## src/stop_recovery_pkg.sv

```systemverilog
// Package with register map, field layout and carrier types of the recovery select block.
package stop_recovery_pkg;

  localparam logic [31:0] SEL2_OFFSET = 32'h0000_000d;
  localparam logic [31:0] SEL2_ADDR = SEL2_OFFSET << 2;
  localparam logic [31:0] STATUS_ADDR = 32'h0000_0040;
  localparam logic [31:0] CTRL_ADDR = 32'h0000_0044;
  localparam int SRC_LSB = 2;
  localparam int SRC_W = 3;
  localparam int LEVEL_BIT = 6;
  localparam logic [7:0] RESERVED_MASK = 8'ha3;
  localparam logic [2:0] SRC_RESET = 3'h0;
  localparam logic LEVEL_RESET = 1'b0;
  localparam logic [2:0] SRC_POR_ONLY = 3'h0;
  localparam logic [2:0] SRC_NAND_P2_LO = 3'h1;
  localparam logic [2:0] SRC_NAND_P2_ALL = 3'h2;
  localparam logic [2:0] SRC_NOR_P3 = 3'h3;
  localparam logic [2:0] SRC_NAND_P3 = 3'h4;
  localparam logic [2:0] SRC_NOR_P3_P0 = 3'h5;
  localparam logic [2:0] SRC_NAND_P3_P0 = 3'h6;
  localparam int ST_STOPPED_BIT = 0;
  localparam int ST_WAKE_BIT = 1;
  localparam int ST_TERM_BIT = 2;
  localparam int ST_RESERR_BIT = 3;
  localparam logic [1:0] RESP_OKAY = 2'h0;
  localparam logic [1:0] RESP_SLVERR = 2'h2;
  localparam logic [1:0] RESP_DECERR = 2'h3;

  typedef struct packed {
    logic [2:0] source;
    logic level;
  } recovery_cfg_t;

  typedef struct packed {
    logic [7:0] port0;
    logic [7:0] port2;
    logic [3:0] port3;
  } pin_group_t;

endpackage

```

## src/stop_recovery_select.sv

```systemverilog
// Stop mode recovery source selection with an AXI4-Lite register slave.
// Overview of operation
// - Codes 000 POR, 001/010 port 2 NAND.
// - Codes 011/100 NOR/NAND of port 3 bits 1-3.
// - Codes 101/110 add port 0 bits 0, 7.
// - Level bit picks active low or high.
// - Reset gives POR only and low level.
// - Either primary or secondary event wakes core.
// - Pins set as outputs leave the equation.
// - Write-only register, source 4:2, level 6.
//
// The AXI4-Lite interface to the registers was left to the implementer.
`timescale 1ns/1ps
module stop_recovery_select
  import stop_recovery_pkg::*;
(
  // Clock and reset.
  input wire logic clk_sys_in,
  input wire logic rstn_in,
  // AXI4-Lite write channels.
  input wire logic [31:0] s_axi_awaddr_in,
  input wire logic s_axi_awvalid_in,
  output logic s_axi_awready_out,
  input wire logic [31:0] s_axi_wdata_in,
  input wire logic [3:0] s_axi_wstrb_in,
  input wire logic s_axi_wvalid_in,
  output logic s_axi_wready_out,
  output logic [1:0] s_axi_bresp_out,
  output logic s_axi_bvalid_out,
  input wire logic s_axi_bready_in,
  // AXI4-Lite read channels.
  input wire logic [31:0] s_axi_araddr_in,
  input wire logic s_axi_arvalid_in,
  output logic s_axi_arready_out,
  output logic [31:0] s_axi_rdata_out,
  output logic [1:0] s_axi_rresp_out,
  output logic s_axi_rvalid_out,
  input wire logic s_axi_rready_in,
  // Port pins and their directions, asynchronous.
  input wire pin_group_t pins_in,
  input wire pin_group_t pin_is_out_in,
  // Core power state and the primary recovery event.
  input wire logic stopped_in,
  input wire logic primary_wake_in,
  // Wake request to the core.
  output logic wake_out
);

  recovery_cfg_t cfg_r;
  logic res_err_r;
  logic aw_hold_r;
  logic w_hold_r;
  logic [31:0] aw_addr_r;
  logic [31:0] w_data_r;
  logic [3:0] w_strb_r;
  logic bvalid_r;
  logic [1:0] bresp_r;
  logic rvalid_r;
  logic [31:0] rdata_r;
  logic [1:0] rresp_r;
  pin_group_t pin_s1_r;
  pin_group_t pin_s2_r;
  pin_group_t dir_s1_r;
  pin_group_t dir_s2_r;
  logic term;
  logic wake_r;
  logic wake_nxt;
  logic do_write;

  function automatic logic [1:0] decode_resp(input logic [31:0] addr);
    if (addr == SEL2_ADDR || addr == STATUS_ADDR || addr == CTRL_ADDR) begin
      decode_resp = RESP_OKAY;
    end else begin
      decode_resp = RESP_DECERR;
    end
  endfunction

  assign s_axi_awready_out = !aw_hold_r && !bvalid_r;
  assign s_axi_wready_out = !w_hold_r && !bvalid_r;
  assign s_axi_bvalid_out = bvalid_r;
  assign s_axi_bresp_out = bresp_r;
  assign s_axi_arready_out = !rvalid_r;
  assign s_axi_rvalid_out = rvalid_r;
  assign s_axi_rdata_out = rdata_r;
  assign s_axi_rresp_out = rresp_r;
  assign do_write = aw_hold_r && w_hold_r && !bvalid_r;

  always_ff @(posedge clk_sys_in) begin
    if (!rstn_in) begin
      aw_hold_r <= 1'b0;
      aw_addr_r <= '0;
    end else if (s_axi_awvalid_in && s_axi_awready_out) begin
      aw_hold_r <= 1'b1;
      aw_addr_r <= s_axi_awaddr_in;
    end else if (do_write) begin
      aw_hold_r <= 1'b0;
    end
  end

  always_ff @(posedge clk_sys_in) begin
    if (!rstn_in) begin
      w_hold_r <= 1'b0;
      w_data_r <= '0;
      w_strb_r <= '0;
    end else if (s_axi_wvalid_in && s_axi_wready_out) begin
      w_hold_r <= 1'b1;
      w_data_r <= s_axi_wdata_in;
      w_strb_r <= s_axi_wstrb_in;
    end else if (do_write) begin
      w_hold_r <= 1'b0;
    end
  end

  always_ff @(posedge clk_sys_in) begin
    if (!rstn_in) begin
      bvalid_r <= 1'b0;
      bresp_r <= RESP_OKAY;
    end else if (do_write) begin
      bvalid_r <= 1'b1;
      bresp_r <= decode_resp(aw_addr_r);
    end else if (s_axi_bready_in) begin
      bvalid_r <= 1'b0;
    end
  end

  // Register write; reset gives POR only, level low.
  always_ff @(posedge clk_sys_in) begin
    if (!rstn_in) begin
      cfg_r.source <= SRC_RESET;
      cfg_r.level <= LEVEL_RESET;
      res_err_r <= 1'b0;
    end else if (do_write && aw_addr_r == SEL2_ADDR && w_strb_r[0]) begin
      cfg_r.source <= w_data_r[SRC_LSB +: SRC_W];
      cfg_r.level <= w_data_r[LEVEL_BIT];
      if ((w_data_r[7:0] & RESERVED_MASK) != 8'h00) begin
        res_err_r <= 1'b1;
      end
    end else if (do_write && aw_addr_r == CTRL_ADDR && w_strb_r[0] &&
                 w_data_r[ST_RESERR_BIT]) begin
      res_err_r <= 1'b0;
    end
  end

  // The select register reads as zero; status shows block state.
  always_ff @(posedge clk_sys_in) begin
    if (!rstn_in) begin
      rvalid_r <= 1'b0;
      rdata_r <= '0;
      rresp_r <= RESP_OKAY;
    end else if (s_axi_arvalid_in && s_axi_arready_out) begin
      rvalid_r <= 1'b1;
      rresp_r <= decode_resp(s_axi_araddr_in);
      rdata_r <= '0;
      if (s_axi_araddr_in == STATUS_ADDR) begin
        rdata_r[ST_STOPPED_BIT] <= stopped_in;
        rdata_r[ST_WAKE_BIT] <= wake_r;
        rdata_r[ST_TERM_BIT] <= term;
        rdata_r[ST_RESERR_BIT] <= res_err_r;
      end
    end else if (s_axi_rready_in) begin
      rvalid_r <= 1'b0;
    end
  end

  always_ff @(posedge clk_sys_in) begin
    if (!rstn_in) begin
      pin_s1_r <= '0;
      pin_s2_r <= '0;
      dir_s1_r <= '0;
      dir_s2_r <= '0;
    end else begin
      pin_s1_r <= pins_in;
      pin_s2_r <= pin_s1_r;
      dir_s1_r <= pin_is_out_in;
      dir_s2_r <= dir_s1_r;
    end
  end

  recovery_gate u_gate (
    .cfg_in(cfg_r),
    .pins_in(pin_s2_r),
    .is_out_in(dir_s2_r),
    .term_out(term)
  );

  assign wake_nxt = stopped_in && (term || primary_wake_in);

  always_ff @(posedge clk_sys_in) begin
    if (!rstn_in) begin
      wake_r <= 1'b0;
    end else begin
      wake_r <= wake_nxt;
    end
  end

  assign wake_out = wake_r;

  wake_follow_a: assert property (
    @(posedge clk_sys_in) disable iff (!rstn_in)
    stopped_in && term |=> wake_out)
    else $error("Secondary term did not wake.");
  primary_wake_a: assert property (
    @(posedge clk_sys_in) disable iff (!rstn_in)
    stopped_in && primary_wake_in |=> wake_out)
    else $error("Primary event did not wake.");
  no_run_wake_a: assert property (
    @(posedge clk_sys_in) disable iff (!rstn_in)
    !stopped_in |=> !wake_out)
    else $error("Wake raised while running.");
  por_only_a: assert property (
    @(posedge clk_sys_in) disable iff (!rstn_in)
    cfg_r.source == SRC_POR_ONLY |-> !term)
    else $error("POR only code gave a term.");
  reset_cfg_a: assert property (
    @(posedge clk_sys_in)
    !rstn_in |=> cfg_r.source == SRC_RESET && !cfg_r.level)
    else $error("Reset defaults wrong.");
  nand_p3_a: assert property (
    @(posedge clk_sys_in) disable iff (!rstn_in)
    cfg_r.source == SRC_NAND_P3 && cfg_r.level && dir_s2_r.port3 == 4'h0
    |-> term == !(&pin_s2_r.port3[3:1]))
    else $error("Port 3 NAND wrong.");
  nor_p3p0_a: assert property (
    @(posedge clk_sys_in) disable iff (!rstn_in)
    cfg_r.source == SRC_NOR_P3_P0 && cfg_r.level && dir_s2_r == '0
    |-> term == !(|{pin_s2_r.port3[3:1], pin_s2_r.port0[7],
                    pin_s2_r.port0[0]}))
    else $error("Port 3 and 0 NOR wrong.");
  out_ignored_a: assert property (
    @(posedge clk_sys_in) disable iff (!rstn_in)
    cfg_r.source == SRC_NAND_P2_ALL && dir_s2_r.port2 == 8'hff |-> !term)
    else $error("Output pins not ignored.");
  level_low_a: assert property (
    @(posedge clk_sys_in) disable iff (!rstn_in)
    cfg_r.source == SRC_NAND_P2_LO && !cfg_r.level && dir_s2_r.port2 == 8'h00
    |-> term == (&pin_s2_r.port2[3:0]))
    else $error("Low level select wrong.");
  read_zero_a: assert property (
    @(posedge clk_sys_in) disable iff (!rstn_in)
    s_axi_arvalid_in && s_axi_arready_out && s_axi_araddr_in == SEL2_ADDR
    |=> rvalid_r && rdata_r == 32'h0000_0000)
    else $error("Select register not write-only.");

endmodule

```

## src/recovery_gate.sv

```systemverilog
// Combines the selected input pins into the NAND or NOR recovery term.
`timescale 1ns/1ps
module recovery_gate
  import stop_recovery_pkg::*;
(
  // Configuration.
  input wire recovery_cfg_t cfg_in,
  // Synchronised pin levels and directions, one means output.
  input wire pin_group_t pins_in,
  input wire pin_group_t is_out_in,
  // Gate term after the level compare.
  output logic term_out
);

  logic [19:0] sel;
  logic [19:0] use_pin;
  logic nand_g;
  logic nor_g;
  logic gate;

  always_comb begin
    sel = '0;
    case (cfg_in.source)
      SRC_NAND_P2_LO: sel[7:4] = 4'hf;
      SRC_NAND_P2_ALL: sel[11:4] = 8'hff;
      SRC_NOR_P3, SRC_NAND_P3: sel[3:1] = 3'h7;
      SRC_NOR_P3_P0, SRC_NAND_P3_P0: begin
        sel[3:1] = 3'h7;
        sel[12] = 1'b1;
        sel[19] = 1'b1;
      end
      default: sel = '0;
    endcase
  end

  // Output pins drop out; an empty group gives no term.
  assign use_pin = sel & ~is_out_in;
  assign nand_g = |(use_pin & ~pins_in);
  assign nor_g = (use_pin != '0) && ((use_pin & pins_in) == '0);

  always_comb begin
    case (cfg_in.source)
      SRC_NOR_P3, SRC_NOR_P3_P0: gate = nor_g;
      SRC_NAND_P2_LO, SRC_NAND_P2_ALL, SRC_NAND_P3, SRC_NAND_P3_P0:
        gate = nand_g;
      default: gate = 1'b0;
    endcase
  end

  // Level select at the XOR input; no selected input pin gives no term.
  assign term_out = (use_pin != '0) && (gate ^ ~cfg_in.level);

endmodule

```

## config.mk

```make
export PLATFORM = sky130hd
export DESIGN_NAME = stop_recovery_select
export DESIGN_NICKNAME = d
export VERILOG_FILES = /design/src/stop_recovery_pkg.sv /design/src/stop_recovery_select.sv /design/src/recovery_gate.sv
export SDC_FILE = /design/constraint.sdc
export NUM_CORES = 1
export LEC_CHECK = 0
export BUFFER_PORTS_ARGS = -buffer_cell sky130_fd_sc_hd__buf_2
export CORE_MARGIN = 5
export CORE_UTILIZATION = 46
export DETAILED_ROUTE_END_ITERATION = 7
export HOLD_SLACK_MARGIN = 0.06
export PLACE_DENSITY = 0.85
export SLEW_MARGIN = 20
export SYNTH_ARGS = -nofsm -noshare
export SYNTH_HDL_FRONTEND = slang
export SYNTH_SLANG_ARGS = --single-unit
```

## constraint.sdc

```tcl
create_clock -name clk_sys_in -period 2.3 [get_ports clk_sys_in]
set_clock_uncertainty 0.05 [all_clocks]
set_input_delay 0.46 -clock clk_sys_in [delete_from_list [all_inputs] [get_ports clk_sys_in]]
set_output_delay 0.46 -clock clk_sys_in [all_outputs]
set_load 0.02 [all_outputs]
```

# Word-level counts from Yosys, hierarchy flattened
# Cells that the tools add are included.
# Widths: inputs -> output; s select.
[totals] regBits=139 out_inout_bits=42 wordCells=103
[classes] n_eq_ne=13 mux=18 n_bitwise=7 reduce_logical=39
[ops] operator="$eq 32x7->1 const B" n=4
[ops] operator="$eq 32x6->1 const B" n=2
[ops] operator="$and 20x20->20" n=3
[ops] operator="$not 20->20" n=2
[ops] operator="$logic_not 20->1" n=1
[ops] operator="$reduce_bool 20->1" n=1
[ops] operator="$reduce_or 20->1" n=1
[ops] operator="$logic_and 1x1->1" n=15
[ops] operator="$mux 4" n=3
[ops] operator="$mux 1" n=11
[ops] operator="$reduce_bool 2->1" n=5
[ops] operator="$eq 3x3->1 const B" n=3
[ops] operator="$reduce_bool 8->1" n=1
[ops] operator="$reduce_or 4->1" n=2
[ops] operator="$eq 3x2->1 const B" n=2
[ops] operator="$reduce_or 2->1" n=3
[ops] operator="$logic_or 1x1->1" n=5
[ops] operator="$logic_not 1->1" n=4
[ops] operator="$mux 2" n=2
[ops] operator="$eq 3x1->1 const B" n=1
[ops] operator="$mux 3" n=1
[ops] operator="$ne 2x1->1 const B" n=1
[ops] operator="$pmux 1 s2" n=1
[ops] operator="$reduce_and 2->1" n=1
[ops] operator="2 further kinds" n=2

# Longest topological paths before layout
# Gate-level depths: netlist of run 1.
[logic_depth] word_depth=12 mapped_depth=7 mapped_depth_nobuf=6

# Hierarchy
# From an unflattened synthesis of run 1, not the netlist that was laid out.
[unflattened] hier_cells=529 area_unflattened_um2=4998.5
[modules_own_cells] mod="stop_recovery_select" instances=1 cells_each=482 area_each_um2=4705.8 seq_area_each_um2=2742.6
[modules_own_cells] mod="recovery_gate" instances=1 cells_each=47 area_each_um2=292.8 seq_area_each_um2=0.0

# Worst setup path after synthesis of run 1
# OpenSTA, ideal clock, no wires.
[synth_path] path_type="input to register" start="input s_axi_araddr_in[9]" end="register rdata_r[0], in the netlist s_axi_rdata_out[0]" setup_ns=0.065 arrival_time_ns=1.630 required_ns=2.185 setup_slack_ns=0.555 stages=5 cell_sequence="or4_1 -> nor4_1 -> nor3b_2 -> a22oi_1 -> nor2b_1"
[synth_via] elab_chain_cells=2
[synth_lines] item="start, declared" line_no="stop_recovery_select.sv:32" text="input wire logic [31:0] s_axi_araddr_in,"
[synth_lines] item="$eq 32x7->1" line_no="stop_recovery_select.sv:154" text="if (s_axi_araddr_in == STATUS_ADDR) begin"
[synth_lines] item="$mux 4" line_no="stop_recovery_select.sv:154"
[synth_lines] item="end signal, assigned by index" line_no="stop_recovery_select.sv:155" text="rdata_r[ST_STOPPED_BIT] <= stopped_in;"
[synth_lines] item="end signal, assigned by index" line_no="stop_recovery_select.sv:156" text="rdata_r[ST_WAKE_BIT] <= wake_r;"
[synth_lines] item="end signal, assigned by index" line_no="stop_recovery_select.sv:157" text="rdata_r[ST_TERM_BIT] <= term;"
[synth_lines] item="end, declared" line_no="stop_recovery_select.sv:59" text="logic [31:0] rdata_r;"
# Every way passes these cells.
# A chain may end at the register's enable or synchronous reset.

# Worst setup path after layout of run 1
[layout_path] start="register cfg_r[3] (netlist bit)" end="register wake_r, in the netlist wake_out"
[layout_via] elab_chain_cells=12 elab_cells_between_ends=27 cone_classes="eq/ne (6); mux (5); bitwise (4); reduce/logical (12)"
[layout_lines] item="start, declared" line_no="stop_recovery_select.sv:49" text="recovery_cfg_t cfg_r;"
[layout_lines] item="$eq 3x2->1, or another cell as far along" line_no="recovery_gate.sv:23, recovery_gate.sv:42"
[layout_lines] item="$reduce_or 4->1 (no source line), or another cell as far along"
[layout_lines] item="$mux 3, or another cell as far along" line_no="recovery_gate.sv:23" text="case (cfg_in.source)"
[layout_lines] item="$and 20x20->20" line_no="recovery_gate.sv:37" text="assign use_pin = sel & ~is_out_in;"
[layout_lines] item="$and 20x20->20" line_no="recovery_gate.sv:39" text="assign nor_g = (use_pin != '0) && ((use_pin & pins_in) == '0);"
[layout_lines] item="$logic_not 20->1" line_no="recovery_gate.sv:39"
[layout_lines] item="$logic_and 1x1->1" line_no="recovery_gate.sv:39"
[layout_lines] item="$pmux 1 s2" line_no="recovery_gate.sv:42" text="case (cfg_in.source)"
[layout_lines] item="$xor 1x1->1" line_no="recovery_gate.sv:51" text="assign term_out = (use_pin != '0) && (gate ^ ~cfg_in.level);"
[layout_lines] item="$logic_and 1x1->1 (*)" line_no="recovery_gate.sv:51"
[layout_lines] item="$logic_or 1x1->1 (*)" line_no="stop_recovery_select.sv:186" text="assign wake_nxt = stopped_in && (term || primary_wake_in);"
[layout_lines] item="$logic_and 1x1->1 (*)" line_no="stop_recovery_select.sv:186"
[layout_lines] item="end signal, assigned" line_no="stop_recovery_select.sv:192" text="wake_r <= wake_nxt;"
[layout_lines] item="end, declared" line_no="stop_recovery_select.sv:66" text="logic wake_r;"
# Mark *: on every way between the ends. The rest lies on a longest branch, timed or not.

==> results of run 1 <==
-- power groups by stage --
stage	sequential [W]	clock, W	combinational [W]
global route	0.00205	0.00133	0.000429
CTS	0.00203	0.00124	0.000385
floorplan	0.00207	0	0.000271
finish	0.00203	0.00122	0.000381
detailed placement	0.00208	0	0.000384
global placement	0.00207	0	0.000372
-- layer usage --
layer	vias up	wire length [µm]
li1	1683	-
met1	1432	3590
met2	144	3780
met3	16	810
met4	0	193
met5	-	0
-- sequential cells by signal, indices dropped and copies added (netlist names) --
| name | count |
|---|---|
| aw_hold_r | 1 |
| w_strb_r | 1 |
| wake_out | 1 |
| aw_addr_r | 32 |
| s_axi_rvalid_out | 1 |
| w_data_r | 8 |
| s_axi_bvalid_out | 1 |
| s_axi_rresp_out | 1 |
| dir_s2_r | 13 |
| s_axi_bresp_out | 1 |
| w_hold_r | 1 |
| res_err_r | 1 |
| pin_s1_r | 13 |
| cfg_r | 4 |
| s_axi_rdata_out | 4 |
| pin_s2_r | 13 |
| dir_s1_r | 13 |
-- cell families (layout without fill, tap and decap cells) --
| logic type | after synthesis | count (layout) | synth area share |
|---|---|---|---|
| and+or+nand+nor | 204 | 204 | 0.248 |
| DFF | 109 | 109 | 0.524 |
| AOI/OAI and AO/OA | 78 | 78 | 0.136 |
| buffers and inverters | 58 | 147 | 0.0799 |
| muxes | 4 | 4 | 0.00961 |
| other | 1 | 29 | 0.000900 |
| xor gates and xnor gates | 1 | 1 | 0.00210 |
-- layout by cell type (no fill, tap or decap), types with 5 or more instances in the layout --
cell type | Yosys | routed
dfxtp_1 | 109 | 109
nor2_1 | 10 | 10
buf_2 | 2 | 121
nor4_1 | 14 | 14
o21ai_0 | 5 | 5
a21boi_0 | 45 | 45
and2_1 | 54 | 54
conb_1 | 1 | 28
inv_1 | 5 | 5
nand2_1 | 94 | 94
nor2b_1 | 7 | 7
o22ai_1 | 5 | 5
clkbuf_8 | 0 | 9
-- stage by stage --
stage | hold WS [ns] | cells | utilization
after floorplan | 0.362 | 482 | -
after global placement | 0.368 | 663 | 0.541
after detailed placement | 0.368 | 663 | 0.541
after CTS | 0.212 | 679 | 0.567
after global routing | 0.206 | 680 | 0.567
final | 0.222 | 680 | 0.567
-- critical path: cells and delay by family (launching register included) --
family	cells	cell delay, ns
compound gates	4	0.99
flops	1	0.55
simple gates	2	0.42
-- path summary, 6_finish.rpt --
path / cells after the start / slack [ns] / from / to
worst min register to register: 1 / 0.40 / pin_s1_r[5]$_SDFF_PN0_ / pin_s2_r[5]$_SDFF_PN0_
worst min-delay path: 2 / 0.22 / pin_is_out_in[10] / dir_s1_r[10]$_SDFF_PN0_
worst max-delay path: 6 / 0.21 / cfg_r[3]$_SDFFE_PN0P_ / wake_out$_SDFF_PN0_
worst max register to register: 6 / 0.21 / cfg_r[3]$_SDFFE_PN0P_ / wake_out$_SDFF_PN0_
-- cell type report --
cell class	count	area, µm²
inverter	6	22.5
timing repair buffer	125	648
tap	108	135
fill	767	3790
clock inverter	7	100
antenna	1	2.50
clock buffer	9	124
multi-input combinational	315	1750
sequential	109	2180
==> impl_metrics.tcl, run 1 <==
set metrics [dict create \
    post_cts_buffers 0 \
    grt_setup_unrepaired "no" \
    report.final.slew_viol_count 0 \
    grt-ovfl-total 0 \
    synthTopCellsByArea "dfxtp_1, nand2_1, a21boi_0" \
    synth_edf_count 0 \
    syn_area_per_cell_um2 9.16 \
    met1_usage 0.183 \
    power.clock.fraction 0.335 \
    fmax_mhz 478 \
    worstPathRequired_ns 2.53 \
    cp.arrival_ns 2.32 \
    root_buffer "clkbuf_8" \
    rows 34 \
    crit_path_max_fanout 11 \
    vias 3275 \
    tightestPinTransition_ns 0.655 \
    place_ws_ns 0.193 \
    synth_ff_type "dfxtp_1" \
    fin_ws_ns 0.209 \
    die-area_mm2 0.0111 \
    finalInstanceArea_mm2 0.00497 \
    ys_types 41 \
    dpl_cell_area_mm2 0.00474 \
    cts_made_buffers 9 \
    tns_ns 0 \
    synth.yosys.seq_area_share 0.524 \
    yosys.area.top_type_share 0.524 \
    cap_violations 0 \
    die_y_um 105 \
    synth.most_common_cell "dfxtp_1" \
    switching_share 0.279 \
    ir_worst_vdd_mv 0.337 \
    cts_hold_buf 0 \
    leakagePower_nw 2.18 \
    wirelength_um 8380 \
    power.switching_w 0.00101 \
    end_kind "register" \
    portBuffers 121 \
    worst_path_max_delay_cell "a2111oi_0" \
    finalWorstPathRequiredPeriod_ns 2.09 \
    finalPower_w 0.00363 \
    cts_tree "yes" \
    path_clk_slew_ns 0.13 \
    crit_type "register to register" \
    cts_resized 0 \
    grt_pass1_wl_um 13700 \
    min_path_type "input pin to register" \
    finalSetupViolations 0 \
    pwr-share-comb 0.105 \
    initial_core_util 0.476 \
    cp_cell_sequence "and2b_1, a31oi_1, a2111oi_0, or4_1, a21oi_2, o211a_1" \
    synth_area_mm2 0.00417 \
    via_per_inst 4.82 \
    grt_use_met2 0.239 \
    async_flop_share 0 \
    wire_per_inst_um 12.3 \
    ys_seq_elements 109 \
    seqPwrFrac 0.560 \
    ios 191 \
    grt_pass1_vias 3170 \
    hold_violations 0 \
    first_pass_iters 5 \
    met3_usage 0.0499 \
    synthCells 455 \
    critPathLaunchType "register" \
    hpwl_um 6520 \
    drt_iter0_markers 117 \
    area_delta_synth_final_pct 19.2 \
    status "finished, final reports clean" \
    htree_levels 3 \
    clock_latency_ns 0.37 \
    power_density_mw_per_mm2 731 \
    layout-drive-gt1-share 0.254 \
    fin_nets 715 \
    clockBufferDepth 2 \
    grt_max_degree 55 \
    yosysTopAreaCell "dfxtp_1" \
    numClockSinks 109 \
    fp.dieW_um 105 \
    intPower_w 0.00262 \
    timing.final.crit_share 0.909 \
    drc 0 \
    yosysWarnings 0 \
    gp_congestion 0.807 \
    critPathMaxStageDelay_ns 0.62 \
    yosys-top-cells-count "dfxtp_1, nand2_1, and2_1" \
    slew_headroom 0.552 \
    grt_busiest_layer "met2" \
    grt_usage 0.149 \
    antenna_found_initial 1 \
    core-area_mm2 0.00876 \
    ant_nets 0 \
]
No activity file was read; power rests on OpenSTA's default activity.
==> run 2, diff against run 1 <==
CORE_ASPECT_RATIO = 1.5   (was not set)
==> impl_metrics.tcl, run 2 (synthesized netlist as in run 1, its figures left out) <==
set metrics [dict create \
    finalWorstPathRequiredPeriod_ns 2.24 \
    wire_per_inst_um 12.3 \
    core-area_mm2 0.00883 \
    slew_headroom 0.458 \
    cts_hold_buf 0 \
    layout-drive-gt1-share 0.250 \
    r2r_start "cfg_r[3]$_SDFFE_PN0P_" \
    fmax_mhz 446 \
    min_path_type "input pin to register" \
    cap_violations 0 \
    cts_made_buffers 9 \
    cp-endpoint "s_axi_rdata_out[2]$_SDFFE_PN0P_" \
    finalSetupViolations 0 \
    ff2ff_setup_slack_ns 0.06 \
    vias 3224 \
    worstReg2RegEnd "s_axi_rdata_out[2]$_SDFFE_PN0P_" \
    hpwl_um 6490 \
    crit_type "register to register" \
    grt-ovfl-total 0 \
    initial_core_util 0.472 \
    ir_worst_vdd_mv 0.543 \
    portBuffers 121 \
    fin_nets 715 \
    antennaDiodeCount 0 \
    grt_pass1_wl_um 13600 \
    leakagePower_nw 2.20 \
    wirelength_um 8370 \
    drt_iter0_markers 104 \
    antenna_found_initial 0 \
    final_util 0.570 \
    critPathLaunch "cfg_r[3]$_SDFFE_PN0P_" \
    clock_latency_ns 0.33 \
    fp.dieW_um 87.7 \
    worstPathRequired_ns 2.48 \
    final.fill_count 775 \
    stdcell_count 679 \
    worstRegToRegCells 6 \
    final_common_cell "buf_2" \
    first_pass_iters 4 \
    die_y_um 127 \
    die-area_mm2 0.0111 \
    cts_tree "yes" \
    grt_pass1_vias 3105 \
    ant_nets 0 \
    report.final.slew_viol_count 0 \
    tightestPinTransition_ns 0.792 \
    regArea_mm2 0.00218 \
    grt_setup_unrepaired "no" \
    post_cts_buffers 0 \
    end_kind "register" \
    power_density_mw_per_mm2 776 \
    finalPower_w 0.00391 \
    htree_levels 3 \
    largest_reg_flops 32 \
    hold_violations 0 \
    cts_resized 0 \
    critPathLaunchType "register" \
    cp.arrival_ns 2.42 \
    clockBufferDepth 2 \
    tns_ns 0 \
    root_buffer "clkbuf_16" \
    status "finished, final reports clean" \
    multiInputGateArea_mm2 0.00175 \
    rows 42 \
    drc 0 \
    grt_usage 0.154 \
    path_clk_slew_ns 0.07 \
    grt_max_degree 56 \
    timing.final.crit_share 0.975 \
    crit_path_max_fanout 11 \
    top_register "aw_addr_r" \
    numClockSinks 109 \
    area_delta_synth_final_pct 20.8 \
    placed_cells 665 \
    ios 191 \
    gp_congestion 0.857 \
    via_per_inst 4.75 \
    final_cell_mix "buf_2, dfxtp_1, nand2_1, and2_1, a21boi_0" \
]
[run 2: cell count changes in the layout (fill, tap and decap cells not counted)]
cell,previous run,this run
bufinv_16,0,1
clkbuf_1,0,1
clkbuf_16,0,9
clkbuf_8,9,1
clkinv_8,2,0
clkinvlp_4,0,1
diode_2,1,0
inv_12,1,0
inv_16,1,0
inv_8,2,0
[run 2: final cells by class]
cell class                      instances  share of cell area
Clock inverter                          3             0.00920
Inverter                                6             0.00447
Clock buffer                           11              0.0482
Sequential cell                       109               0.434
Tap cell                              110              0.0273
Timing Repair Buffer                  125               0.129
Multi-Input combinational cell        315               0.348
[run 2: how the worst min path moves through the flow]
stage | start | end | slack, ns | depth (start not counted)
6_report | pins_in[9] | pin_s1_r[9]$_SDFF_PN0_ | 0.28 | 2
5_1_grt | pin_is_out_in[4] | dir_s1_r[4]$_SDFF_PN0_ | 0.26 | 2
4_1_cts | pins_in[9] | pin_s1_r[9]$_SDFF_PN0_ | 0.26 | 2
3_5_place_dp | dir_s1_r[2]$_SDFF_PN0_ | dir_s2_r[2]$_SDFF_PN0_ | 0.37 | 1
3_3_place_gp | pin_s1_r[11]$_SDFF_PN0_ | pin_s2_r[11]$_SDFF_PN0_ | 0.37 | 1
2_1_floorplan | dir_s1_r[10]$_SDFF_PN0_ | dir_s2_r[10]$_SDFF_PN0_ | 0.36 | 1
[run 2: worst max-delay path, stage by stage (launching register included)]
cell and delay (ns):
dfxtp_1 0.55, and2b_1 0.21, a31oi_1 0.08, a2111oi_0 0.72, or4_1 0.23, a21oi_2 0.08, a31o_1 0.22
[run 2: power breakdown]
group	internal, W	leakage (nW)	switching [W]
registers	0.00199	0.897	0.0000452
clock network	0.000866	0.138	0.000627
logic	0.000166	1.17	0.000214
total	0.00302	2.20	0.000886
[run 2: per-stage QoR]
step,worst slack [ns],hold slack [ns],instance area [µm²]
floorplan,0.555,0.362,4270
global placement,0.252,0.367,4740
detailed placement,0.185,0.367,4740
CTS,0.157,0.264,5030
global route,0.0768,0.264,5030
finish,0.0574,0.278,5030
[run 2: metal layers]
layer	vias up	wire [µm]	part of all wire	GRT usage
met2	108	4230	0.50	0.270
met1	1425	3370	0.40	0.172
li1	1673	-	-	-
met3	18	559	0.067	0.0337
met5	-	0	0	0
met4	0	213	0.025	0.0741
